--- src/spfs_pkg.sv ---
// Purpose: Constants for the self-programming flash sequencer.
// Assumes: AXI4-Lite register access, 100 MHz clock.
// Notes: Register offsets are byte addresses of aligned words.
package spfs_pkg;
  // ----------------------------------------------------------------
  // Register map
  // ----------------------------------------------------------------
  localparam logic [7:0] ADDR_OP_CONTROL = 8'h00;
  localparam logic [7:0] ADDR_ADDR_LOW = 8'h04;
  localparam logic [7:0] ADDR_ADDR_HIGH = 8'h08;
  localparam logic [7:0] ADDR_UNLOCK_KEY = 8'h0C;
  localparam logic [7:0] ADDR_TABLE_PAGE = 8'h10;
  localparam logic [7:0] ADDR_STATUS = 8'h14;
  // ----------------------------------------------------------------
  // Fields and values
  // ----------------------------------------------------------------
  localparam int GO_BIT = 15;
  localparam int PERMIT_BIT = 14;
  localparam int ERASE_BIT = 6;
  localparam logic [15:0] CONTROL_RESET = 16'h0000;
  localparam logic [15:0] KEY_FIRST = 16'h0055;
  localparam logic [15:0] KEY_SECOND = 16'h00AA;
  localparam int ROW_WORDS = 32;
  localparam int PANEL_ROWS = 128;
  localparam int WORD_BITS = 24;
  localparam int TABLE_WRITE_CYCLES = 2;
  // ----------------------------------------------------------------
  // Timing
  // ----------------------------------------------------------------
  localparam int CLOCK_MHZ = 100;
  localparam int OP_TIME_US = 2000;
  localparam int OP_CYCLES = OP_TIME_US * CLOCK_MHZ;
  typedef enum logic [1:0] {SPFS_IDLE, SPFS_ARMED} spfs_key_type;
endpackage

--- src/spfs_sequencer.sv ---
// Chosen here: the register addresses and the AXI4-Lite register port.
`timescale 1ns/1ps
// Purpose: Self-programming flash sequencer with AXI4-Lite registers and table port.
// Assumes: Table port requests from the core are single-cycle strobes.
// Notes: The flash array is outside; this block drives its erase/program strobes.
module spfs_sequencer #(
  parameter int OP_CYCLES = spfs_pkg::OP_CYCLES
) (
  input wire logic aclk,
  input wire logic aresetn,
  input wire logic [7:0] s_axi_awaddr,
  input wire logic s_axi_awvalid,
  output logic s_axi_awready,
  input wire logic [31:0] s_axi_wdata,
  input wire logic [3:0] s_axi_wstrb,
  input wire logic s_axi_wvalid,
  output logic s_axi_wready,
  output logic [1:0] s_axi_bresp,
  output logic s_axi_bvalid,
  input wire logic s_axi_bready,
  input wire logic [7:0] s_axi_araddr,
  input wire logic s_axi_arvalid,
  output logic s_axi_arready,
  output logic [31:0] s_axi_rdata,
  output logic [1:0] s_axi_rresp,
  output logic s_axi_rvalid,
  input wire logic s_axi_rready,
  input wire logic table_req,
  input wire logic table_write,
  input wire logic table_high,
  input wire logic table_byte,
  input wire logic [15:0] operand_pointer,
  input wire logic [15:0] table_wdata,
  output logic table_ack,
  output logic [15:0] table_rdata,
  output logic cpu_stall,
  output logic flash_erase_start,
  output logic flash_program_start,
  output logic [23:0] flash_row_addr,
  output logic [23:0] latch_rd_data,
  input wire logic [4:0] latch_rd_index
);
  // ----------------------------------------------------------------
  // Registers
  // ----------------------------------------------------------------
  logic [15:0] flash_op_control;
  logic [15:0] flash_addr_low;
  logic [7:0] flash_addr_high;
  logic [7:0] table_page_register;
  spfs_pkg::spfs_key_type key_state;
  logic unlocked;
  logic aw_held;
  logic w_held;
  logic [7:0] aw_addr;
  logic [31:0] w_data;
  logic [3:0] w_strb;
  logic do_write;
  logic busy;
  logic done;
  logic start_op;
  logic tbl_phase;
  logic [23:0] full_addr;
  logic [2:0] lanes;
  logic [23:0] lane_data;
  logic [4:0] last_index;
  logic order_error;

  assign full_addr = {table_page_register, operand_pointer};
  assign do_write = aw_held && w_held && !s_axi_bvalid;
  assign s_axi_awready = !aw_held && !s_axi_bvalid;
  assign s_axi_wready = !w_held && !s_axi_bvalid;
  assign s_axi_bresp = 2'h0;
  assign s_axi_rresp = 2'h0;
  assign s_axi_arready = !s_axi_rvalid;
  assign cpu_stall = busy;
  assign flash_row_addr = {flash_addr_high, flash_addr_low[15:6], 6'h00};

  // ----------------------------------------------------------------
  // Write channel capture
  // ----------------------------------------------------------------
  always_ff @(posedge aclk)
  begin
    if (!aresetn)
    begin
      aw_held <= 1'b0;
      w_held <= 1'b0;
      aw_addr <= 8'h00;
      w_data <= 32'h0000_0000;
      w_strb <= 4'h0;
      s_axi_bvalid <= 1'b0;
    end
    else
    begin
      if (s_axi_awvalid && s_axi_awready)
      begin
        aw_held <= 1'b1;
        aw_addr <= s_axi_awaddr;
      end
      if (s_axi_wvalid && s_axi_wready)
      begin
        w_held <= 1'b1;
        w_data <= s_axi_wdata;
        w_strb <= s_axi_wstrb;
      end
      if (do_write)
      begin
        aw_held <= 1'b0;
        w_held <= 1'b0;
        s_axi_bvalid <= 1'b1;
      end
      else if (s_axi_bready)
      begin
        s_axi_bvalid <= 1'b0;
      end
    end
  end

  // ----------------------------------------------------------------
  // Unlock sequence
  // ----------------------------------------------------------------
  always_ff @(posedge aclk)
  begin
    if (!aresetn)
    begin
      key_state <= spfs_pkg::SPFS_IDLE;
      unlocked <= 1'b0;
    end
    else if (do_write)
    begin
      if (aw_addr == spfs_pkg::ADDR_UNLOCK_KEY)
      begin
        case (key_state)
          spfs_pkg::SPFS_IDLE:
          begin
            unlocked <= 1'b0;
            if (w_data[15:0] == spfs_pkg::KEY_FIRST)
            begin
              key_state <= spfs_pkg::SPFS_ARMED;
            end
          end
          default:
          begin
            key_state <= spfs_pkg::SPFS_IDLE;
            unlocked <= (w_data[15:0] == spfs_pkg::KEY_SECOND);
          end
        endcase
      end
      else if (aw_addr == spfs_pkg::ADDR_OP_CONTROL && w_data[spfs_pkg::GO_BIT])
      begin
        key_state <= spfs_pkg::SPFS_IDLE;
        unlocked <= 1'b0;
      end
      else
      begin
        key_state <= spfs_pkg::SPFS_IDLE;
        unlocked <= unlocked && (aw_addr != spfs_pkg::ADDR_OP_CONTROL) && key_state == spfs_pkg::SPFS_IDLE;
      end
    end
  end

  // ----------------------------------------------------------------
  // Control register and operation start
  // ----------------------------------------------------------------
  assign start_op = do_write && aw_addr == spfs_pkg::ADDR_OP_CONTROL && w_data[spfs_pkg::GO_BIT]
    && w_data[spfs_pkg::PERMIT_BIT] && unlocked && !busy;

  always_ff @(posedge aclk)
  begin
    if (!aresetn)
    begin
      flash_op_control <= spfs_pkg::CONTROL_RESET;
    end
    else if (do_write && aw_addr == spfs_pkg::ADDR_OP_CONTROL && !busy)
    begin
      flash_op_control <= {start_op, w_data[14:0]};
    end
    else if (done)
    begin
      flash_op_control[spfs_pkg::GO_BIT] <= 1'b0;
    end
  end

  always_ff @(posedge aclk)
  begin
    if (!aresetn)
    begin
      flash_erase_start <= 1'b0;
      flash_program_start <= 1'b0;
    end
    else
    begin
      flash_erase_start <= start_op && w_data[spfs_pkg::ERASE_BIT];
      flash_program_start <= start_op && !w_data[spfs_pkg::ERASE_BIT];
    end
  end

  spfs_op_timer #(
    .CYCLES(OP_CYCLES)
  ) u_timer (
    .aclk(aclk),
    .aresetn(aresetn),
    .start(start_op),
    .busy(busy),
    .done(done)
  );

  // ----------------------------------------------------------------
  // Address registers and table page
  // ----------------------------------------------------------------
  always_ff @(posedge aclk)
  begin
    if (!aresetn)
    begin
      flash_addr_low <= 16'h0000;
      flash_addr_high <= 8'h00;
      table_page_register <= 8'h00;
    end
    else if (table_req && !tbl_phase && !busy)
    begin
      flash_addr_low <= full_addr[15:0];
      flash_addr_high <= full_addr[23:16];
    end
    else if (do_write && !busy)
    begin
      if (aw_addr == spfs_pkg::ADDR_ADDR_LOW)
      begin
        flash_addr_low <= w_data[15:0];
      end
      else if (aw_addr == spfs_pkg::ADDR_ADDR_HIGH)
      begin
        flash_addr_high <= w_data[7:0];
      end
      else if (aw_addr == spfs_pkg::ADDR_TABLE_PAGE)
      begin
        table_page_register <= w_data[7:0];
      end
    end
  end

  // ----------------------------------------------------------------
  // Table port: latch writes and reads
  // ----------------------------------------------------------------
  always_comb
  begin
    lanes = 3'h0;
    lane_data = {table_wdata[7:0], table_wdata};
    if (table_high)
    begin
      lanes = 3'h4;
    end
    else if (table_byte)
    begin
      lanes = operand_pointer[0] ? 3'h2 : 3'h1;
      lane_data = {table_wdata[7:0], table_wdata[7:0], table_wdata[7:0]};
    end
    else
    begin
      lanes = 3'h3;
    end
  end

  always_ff @(posedge aclk)
  begin
    if (!aresetn)
    begin
      tbl_phase <= 1'b0;
      table_ack <= 1'b0;
      last_index <= 5'h00;
      order_error <= 1'b0;
    end
    else
    begin
      table_ack <= 1'b0;
      if (table_req && !tbl_phase && !busy)
      begin
        tbl_phase <= 1'b1;
        if (table_write && !table_high && operand_pointer[5:1] == 5'h00)
        begin
          order_error <= 1'b0;
        end
        else if (table_write && !table_high && operand_pointer[5:1] != last_index + 5'h01)
        begin
          order_error <= 1'b1;
        end
        if (table_write && table_high)
        begin
          last_index <= operand_pointer[5:1];
        end
      end
      else if (tbl_phase)
      begin
        tbl_phase <= 1'b0;
        table_ack <= 1'b1;
      end
    end
  end

  spfs_row_latch #(
    .WORDS(spfs_pkg::ROW_WORDS),
    .AW(5)
  ) u_latch (
    .aclk(aclk),
    .wr_index(operand_pointer[5:1]),
    .wr_lane((table_req && table_write && !tbl_phase && !busy) ? lanes : 3'h0),
    .wr_data(lane_data),
    .rd_index(tbl_phase ? flash_addr_low[5:1] : latch_rd_index),
    .rd_data(latch_rd_data)
  );

  always_comb
  begin
    table_rdata = table_high ? {8'h00, latch_rd_data[23:16]} : latch_rd_data[15:0];
  end

  // ----------------------------------------------------------------
  // Read channel
  // ----------------------------------------------------------------
  always_ff @(posedge aclk)
  begin
    if (!aresetn)
    begin
      s_axi_rvalid <= 1'b0;
      s_axi_rdata <= 32'h0000_0000;
    end
    else if (s_axi_arvalid && s_axi_arready)
    begin
      s_axi_rvalid <= 1'b1;
      if (s_axi_araddr == spfs_pkg::ADDR_OP_CONTROL)
      begin
        s_axi_rdata <= {16'h0000, flash_op_control};
      end
      else if (s_axi_araddr == spfs_pkg::ADDR_ADDR_LOW)
      begin
        s_axi_rdata <= {16'h0000, flash_addr_low};
      end
      else if (s_axi_araddr == spfs_pkg::ADDR_ADDR_HIGH)
      begin
        s_axi_rdata <= {24'h00_0000, flash_addr_high};
      end
      else if (s_axi_araddr == spfs_pkg::ADDR_TABLE_PAGE)
      begin
        s_axi_rdata <= {24'h00_0000, table_page_register};
      end
      else if (s_axi_araddr == spfs_pkg::ADDR_STATUS)
      begin
        s_axi_rdata <= {29'h0000_0000, order_error, unlocked, busy};
      end
      else
      begin
        s_axi_rdata <= 32'h0000_0000;
      end
    end
    else if (s_axi_rready)
    begin
      s_axi_rvalid <= 1'b0;
    end
  end
endmodule // spfs_sequencer

--- src/spfs_row_latch.sv ---
`timescale 1ns/1ps
// Purpose: Row write latches, one 24-bit word per instruction slot.
// Assumes: Byte enables per lane; registered read data.
// Notes: Upper byte holds bits 23..16 of the instruction.
module spfs_row_latch #(
  parameter int WORDS = 32,
  parameter int AW = 5
) (
  input wire logic aclk,
  input wire logic [AW-1:0] wr_index,
  input wire logic [2:0] wr_lane,
  input wire logic [23:0] wr_data,
  input wire logic [AW-1:0] rd_index,
  output logic [23:0] rd_data
);
  logic [23:0] mem [WORDS];

  always_ff @(posedge aclk)
  begin
    for (int i = 0; i < 3; i++)
    begin
      if (wr_lane[i])
      begin
        mem[wr_index][i*8 +: 8] <= wr_data[i*8 +: 8];
      end
    end
  end

  always_ff @(posedge aclk)
  begin
    rd_data <= mem[rd_index];
  end
endmodule // spfs_row_latch

--- src/spfs_op_timer.sv ---
`timescale 1ns/1ps
// Purpose: Counts the length of one erase or program cycle.
// Assumes: One start pulse per operation.
// Notes: Done is a one-cycle pulse at the end of the count.
module spfs_op_timer #(
  parameter int CYCLES = 200000
) (
  input wire logic aclk,
  input wire logic aresetn,
  input wire logic start,
  output logic busy,
  output logic done
);
  logic [31:0] count;

  always_ff @(posedge aclk)
  begin
    if (!aresetn)
    begin
      busy <= 1'b0;
      count <= 32'h0000_0000;
      done <= 1'b0;
    end
    else
    begin
      done <= 1'b0;
      if (start && !busy)
      begin
        busy <= 1'b1;
        count <= 32'(CYCLES - 1);
      end
      else if (busy)
      begin
        if (count == 32'h0000_0000)
        begin
          busy <= 1'b0;
          done <= 1'b1;
        end
        else
        begin
          count <= count - 32'h0000_0001;
        end
      end
    end
  end
endmodule // spfs_op_timer

--- config.mk ---
export PLATFORM = sky130hd
export DESIGN_NAME = spfs_sequencer
export DESIGN_NICKNAME = d
export VERILOG_FILES = /design/src/spfs_pkg.sv /design/src/spfs_sequencer.sv /design/src/spfs_row_latch.sv /design/src/spfs_op_timer.sv
export SDC_FILE = /design/constraint.sdc
export NUM_CORES = 1
export LEC_CHECK = 0
export BUFFER_PORTS_ARGS = -buffer_cell sky130_fd_sc_hd__buf_2
export CORE_ASPECT_RATIO = 0.7
export CORE_MARGIN = 5
export CORE_UTILIZATION = 61
export DETAILED_ROUTE_END_ITERATION = 8
export PLACE_DENSITY = 0.84
export SYNTH_ARGS = -nofsm -noshare
export SYNTH_HDL_FRONTEND = slang
export SYNTH_SLANG_ARGS = --single-unit
--- constraint.sdc ---
create_clock -name aclk -period 3.1 [get_ports aclk]
set_input_delay 0.62 -clock aclk [delete_from_list [all_inputs] [get_ports aclk]]
set_output_delay 0.62 -clock aclk [all_outputs]
set_load 0.005 [all_outputs]
* Yosys cells after proc, flatten, opt, wreduce, memory -nomap -nowiden
Memories as Yosys holds them, arrays and structs flattened. A register that Yosys moved wholly into a read port is not among the register bits.
Index checks and enable logic that the tools add are counted.
** Storage, ports and cells
- Flip-flop bits (word level) :: 155
- RAM bits :: 768
- Input bits :: 100
- Word-level logic and storage cells :: 159
- Memories kept :: 1
** Cells by class
- Add/sub/neg operators :: 2
- Eq/ne operators :: 14
- Multiplexer cells :: 49
- Bitwise operators :: 6
- Reductions and logical operators :: 63
** Memory list
- u_latch.mem :: words 32, width 24, read ports 1, clocked after memory_dff 1, write ports 1, line spfs_row_latch.sv:16 : logic [23:0] mem [WORDS];
** Operators with widths (count)
- 16-bit two-way mux :: 8
- 18-bit two-way mux :: 3
- 8-bit two-way mux :: 6
- 32-bit zero test :: 1
- 32-bit by 1-bit subtractor with 32-bit output (second input constant) :: 1
- 1-bit logical AND :: 29
- 8-bit by 4-bit equality test with 1-bit output (second input constant) :: 3
- 8-bit by 5-bit equality test with 1-bit output (second input constant) :: 3
- 1-bit two-way mux :: 23
- 16-bit by 7-bit equality test with 1-bit output (second input constant) :: 1
- 16-bit by 8-bit equality test with 1-bit output (second input constant) :: 1
- 8-bit by 3-bit equality test with 1-bit output (second input constant) :: 2
- 8-bit zero test :: 2
- 2-bit nonzero test :: 8
- 2-bit AND reduction :: 6
- 2-bit two-way mux :: 5
- 3-bit two-way mux :: 3
- 1-bit zero test :: 8
- 8-bit nonzero test :: 1
- 1-bit NOT :: 6
- 2-bit OR reduction :: 3
- 5-bit by 1-bit adder with 5-bit output (second input constant) :: 1
- 5-bit zero test :: 1
- 5-bit two-way mux :: 1
- 7 further kinds :: 8

* Logic depth before layout (Yosys ltp)
- Depth in word-level cells :: 10
- Depth in mapped cells :: 10
- Gate-level depth less buffers :: 7

* Hierarchy
A second synthesis with hierarchy kept.
** Second synthesis, totals
- Cells, all modules :: 2656
- Area, all modules :: 38197.9 sq um
** By module, submodules not included
- spfs_row_latch :: times used 1, cells each 1822, area an instance 31129.9 sq um
- spfs_sequencer :: times used 1, cells each 619, area an instance 5251.3 sq um
- spfs_op_timer :: times used 1, cells each 215, area an instance 1816.7 sq um

* Least setup slack after synthesis
Ideal clock, no wire load.
- Path type :: input -> register
- Start point :: in table_req
- End point :: mem u_latch.mem[10][0] (enable)
- Arrival :: 2347 ps
- Required time :: 2730 ps
- Setup slack :: 383 ps
- Cell stages on the path :: 6
- Path buffers :: 2
- Cells stage by stage :: or3b_2 clkbuf_1 nor3b_1 o21ai_0 clkbuf_1 nor2_1
** Between the ends
- Cells in the longest elaborated chain, start to end :: 6
** RTL lines
- start: declaration :: line spfs_sequencer.sv:28 : input wire logic table_req,
- 1-bit logical AND (3 in a row) :: line spfs_sequencer.sv:304 : .wr_lane((table_req && table_write && !tbl_phase && !busy) ? lanes : 3'h0),
- 3-bit two-way mux :: line spfs_sequencer.sv:304
- 1-bit two-way mux :: line spfs_row_latch.sv:22 : if (wr_lane[i])
- 1-bit two-way mux (not written as such) :: line spfs_row_latch.sv:24 : mem[wr_index][i*8 +: 8] <= wr_data[i*8 +: 8];
- end: declaration :: line spfs_row_latch.sv:16
No other way between the ends.

* Worst setup path after layout
- Start point :: reg tbl_phase
- End point :: reg u_latch.rd_data[7] (read register of u_latch.mem)
** Between the ends
- Cells in the longest elaborated chain, start to end :: 1
** RTL lines
- start: declaration :: line spfs_sequencer.sv:61 : logic tbl_phase;
- start signal: assignment :: line spfs_sequencer.sv:266 : tbl_phase <= 1'b0;
- start signal: assignment :: line spfs_sequencer.sv:276 : tbl_phase <= 1'b1;
- start signal: assignment :: line spfs_sequencer.sv:292 : tbl_phase <= 1'b0;
- 5-bit two-way mux :: line spfs_sequencer.sv:306 : .rd_index(tbl_phase ? flash_addr_low[5:1] : latch_rd_index),
- end: declaration :: line spfs_row_latch.sv:14 : output logic [23:0] rd_data
No other way between the ends.
A chain may end at the register's enable or synchronous reset.

==> results.md <==
* Number of synthesized flops with an enable pin at 768
* Syn Inst Count at 3004
* Crit path required time at 3.58 ns
* CP cell instances: buf_4, nand2b_1, o21ai_4, buf_12, nand3_1, a31oi_1, nor4_1
* Core area at 60200 sq um
* First-pass GRT wire length at 153000 um
* Initial core utilization at 61.9%
* # IOs at 209
* R2R setup slack at 0.33 ns
* DR WL/cell at 24.9 um
* Final Non-Filler Cells at 4106
* CTS tree: done
* Setup TNS at 0 ns
* Reg2Reg Depth at 7
* Synth Register Bits at 930
* Post-synthesis adder-cell area fraction at 0.0672%
* Clock insertion delay at the later pin of the skew report at 0.65 ns
* Die area at 66100 sq um
* Die Height at 217 um
* Share of layout cells above drive strength 1 at 15.4%
* FF-to-FF Start: tbl_phase
* Top Family by Delay on Critical Path: compound AO/OA/AOI/OAI gates
* Top FF cell, synth: edfxtp_1
* Setup CP Type: reg -> reg
* Peak supply drop at 0.552 mV
* HP Class: in -> reg
* CTS Buf Count at 82
* Drt total wl at 102000 um
* Post-synthesis mux area share at 3.63%
* DRC at 0
* Grt ovf at 0
* Post-CTS setup buffers at 0
* Yosys warnings at 0
* Root Buffer: clkbuf_16
* Worst setup path end: u_latch.rd_data[7]
* Die Width at 305 um
* Worst reg2reg endpoint: u_latch.rd_data[7]
* Slew margin rel. at 48.1%
* Synth Area in XOR/XNOR at 0.330%
* Worst Path Max Fanout at 27
* Endpoints failing setup at 0
* Total number of vias at 26832
* PD cells at 621 nW/um^2
* Worst Path Arrival at 3.25 ns
* Ys async rst share at 0%
* Synth Area in Simple Gates at 14.9%
* GRT Total Usage at 30.1%
* Crit path launch: tbl_phase
* CTS Sinks at 930
* Largest family of logic cells by synthesized area: simple AND/OR/NAND/NOR gates
* Placer Congestion at 0.956
* Final Hold Slack at 0.180 ns
* Crit path capture type: register
* Post-layout minimum cycle time at 2.77 ns
* DRT Pass-1 Iters at 6
* Fin crit share at 89.3%
* Worst setup SP type: register
* Post-synth cell types at 65
* Initial antenna violation count at 10
* Net count, final at 3321
* Reg clk slew, reported paths at 0.06 ns
* Seq/Total Area, Yosys at 70.7%
* Buf/Inv on CP at 2
* Pins over their slew limit at 0
* Cts hold-fix bufs at 0
* Syn Area/Cell at 12.4 sq um
* Pin count of the biggest net entering global routing at 77
* Critical Path Slowest Stage Cell: o21ai_4
* Max cap viols at 0
* Mapped Area at 37200 sq um
* Number of placement rows at 75
* Worst slew pin tran at 0.773 ns
* Worst Skew at 0.0257 ns
* Leakage at 14.8 nW
* Area delta synth->final at 14.1%
* CP Depth at 7
* Placed insts at 3943
* Post-DRT Antenna Nets at 0
* H-tree level count at 3
* Status: finished, final reports clean
* CP peak stage delay at 0.59 ns
* Post-DP HPWL at 65300 um
* Setup repair after global routing missed its margin: false
* Synth Area in Compound Gates at 7.52%
* Peak Freq at 0.361 GHz
* Clk buf depth at 3
* Port Buffers at 162
* DRT iter0 DRCs at 4063
* Final count of hold timing violations at 0
* Vias in the first global route at 25611
* CTS resizes at 0
* Via density at 6.53
-- where the power goes --
part	switching (mW)	total, mW	internal, mW
clock network	4.57	10.5	5.90
registers	0.176	13.9	13.7
logic	1.39	2.03	0.647
-- cells in the mapped netlist (all sizes together) (50+ instances only) --
library cell	n	area share (%)
edfxtp	768	62
nand2	753	7.6
nand3	208	2.8
dfxtp	162	8.7
clkbuf	159	1.6
nor2	141	1.4
a31oi	123	2.1
mux2i	116	3.1
a21oi	97	1.3
a32oi	97	2.3
buf	65	1.1
o21ai	50	0.67
-- cell usage in the layout (no fill, tap or decap), drive strengths merged, types with 18 or more instances in the layout --
cell type	n
a21oi	97
a31oi	123
a32oi	97
buf	330
clkbuf	104
clkinv	26
conb	26
dfxtp	162
edfxtp	768
inv	18
mux2i	116
nand2	753
nand3	208
nor2	141
nor3	24
nor4	35
o21ai	50
or4	23
-- state kept, by name (all words and copies together) (netlist names), 5 cells and up --
signal / count
u_latch.rd_data: 24
flash_op_control: 16
s_axi_rdata: 16
u_latch.mem: 768
table_page_register: 8
flash_addr_high: 8
last_index: 5
flash_addr_low: 16
u_timer.count: 32
aw_addr: 8
w_data: 16
-- cell families after synthesis --
logic type / count (synthesis)
buffers and inverters: 238
AOI/OAI and AO/OA: 421
DFF: 930
other: 1
and+or+nand+nor: 1265
xor gates and xnor gates: 14
muxes: 133
adders and majority gates: 2
-- metal layers --
metal  share of wire [%]  routed length [um]  global-route usage [%]  up-vias
met5                   0                   0                       0        -
met1                  37               37900                    42.8    12977
met2                  45               46500                    46.2     2073
met4                 3.7                3740                    10.1        0
met3                  14               14300                    7.82      332
li1                    -                   -                       -    11450
-- how the worst min path moves through the flow --
stage,from,endpoint,slack [ns],cells past startpoint
after detailed placement,s_axi_rdata[0],s_axi_rdata[0],0.44,2
after CTS,s_axi_rready,s_axi_rvalid,0.15,2
after global placement,aw_addr[0],aw_addr[0],0.44,2
after floorplan,order_error,order_error,0.42,2
final,s_axi_rready,s_axi_rvalid,0.18,2
after global routing,s_axi_rready,s_axi_rvalid,0.17,2
-- cell type report --
class	instances	area (sq um)
well taps	808	1010
fillers	3719	17700
multi-input cells	1861	10100
repair buffers	330	2260
flip-flops and latches	930	26300
diodes	11	27.5
clock inverters	48	510
clock buffers	104	2240
inverters	14	52.6
-- metrics by stage --
step	power [mW]	util, %	area, sq um	setup slack, ns
after floorplan	15.2	-	37300	0.383
after global placement	16.0	66.0	39700	0.404
after detailed placement	16.1	66.0	39700	0.236
after CTS	26.3	70.5	42400	0.383
after global routing	27.1	70.6	42500	0.208
final	26.4	70.6	42500	0.332
Power figures use the tool's default switching activity.
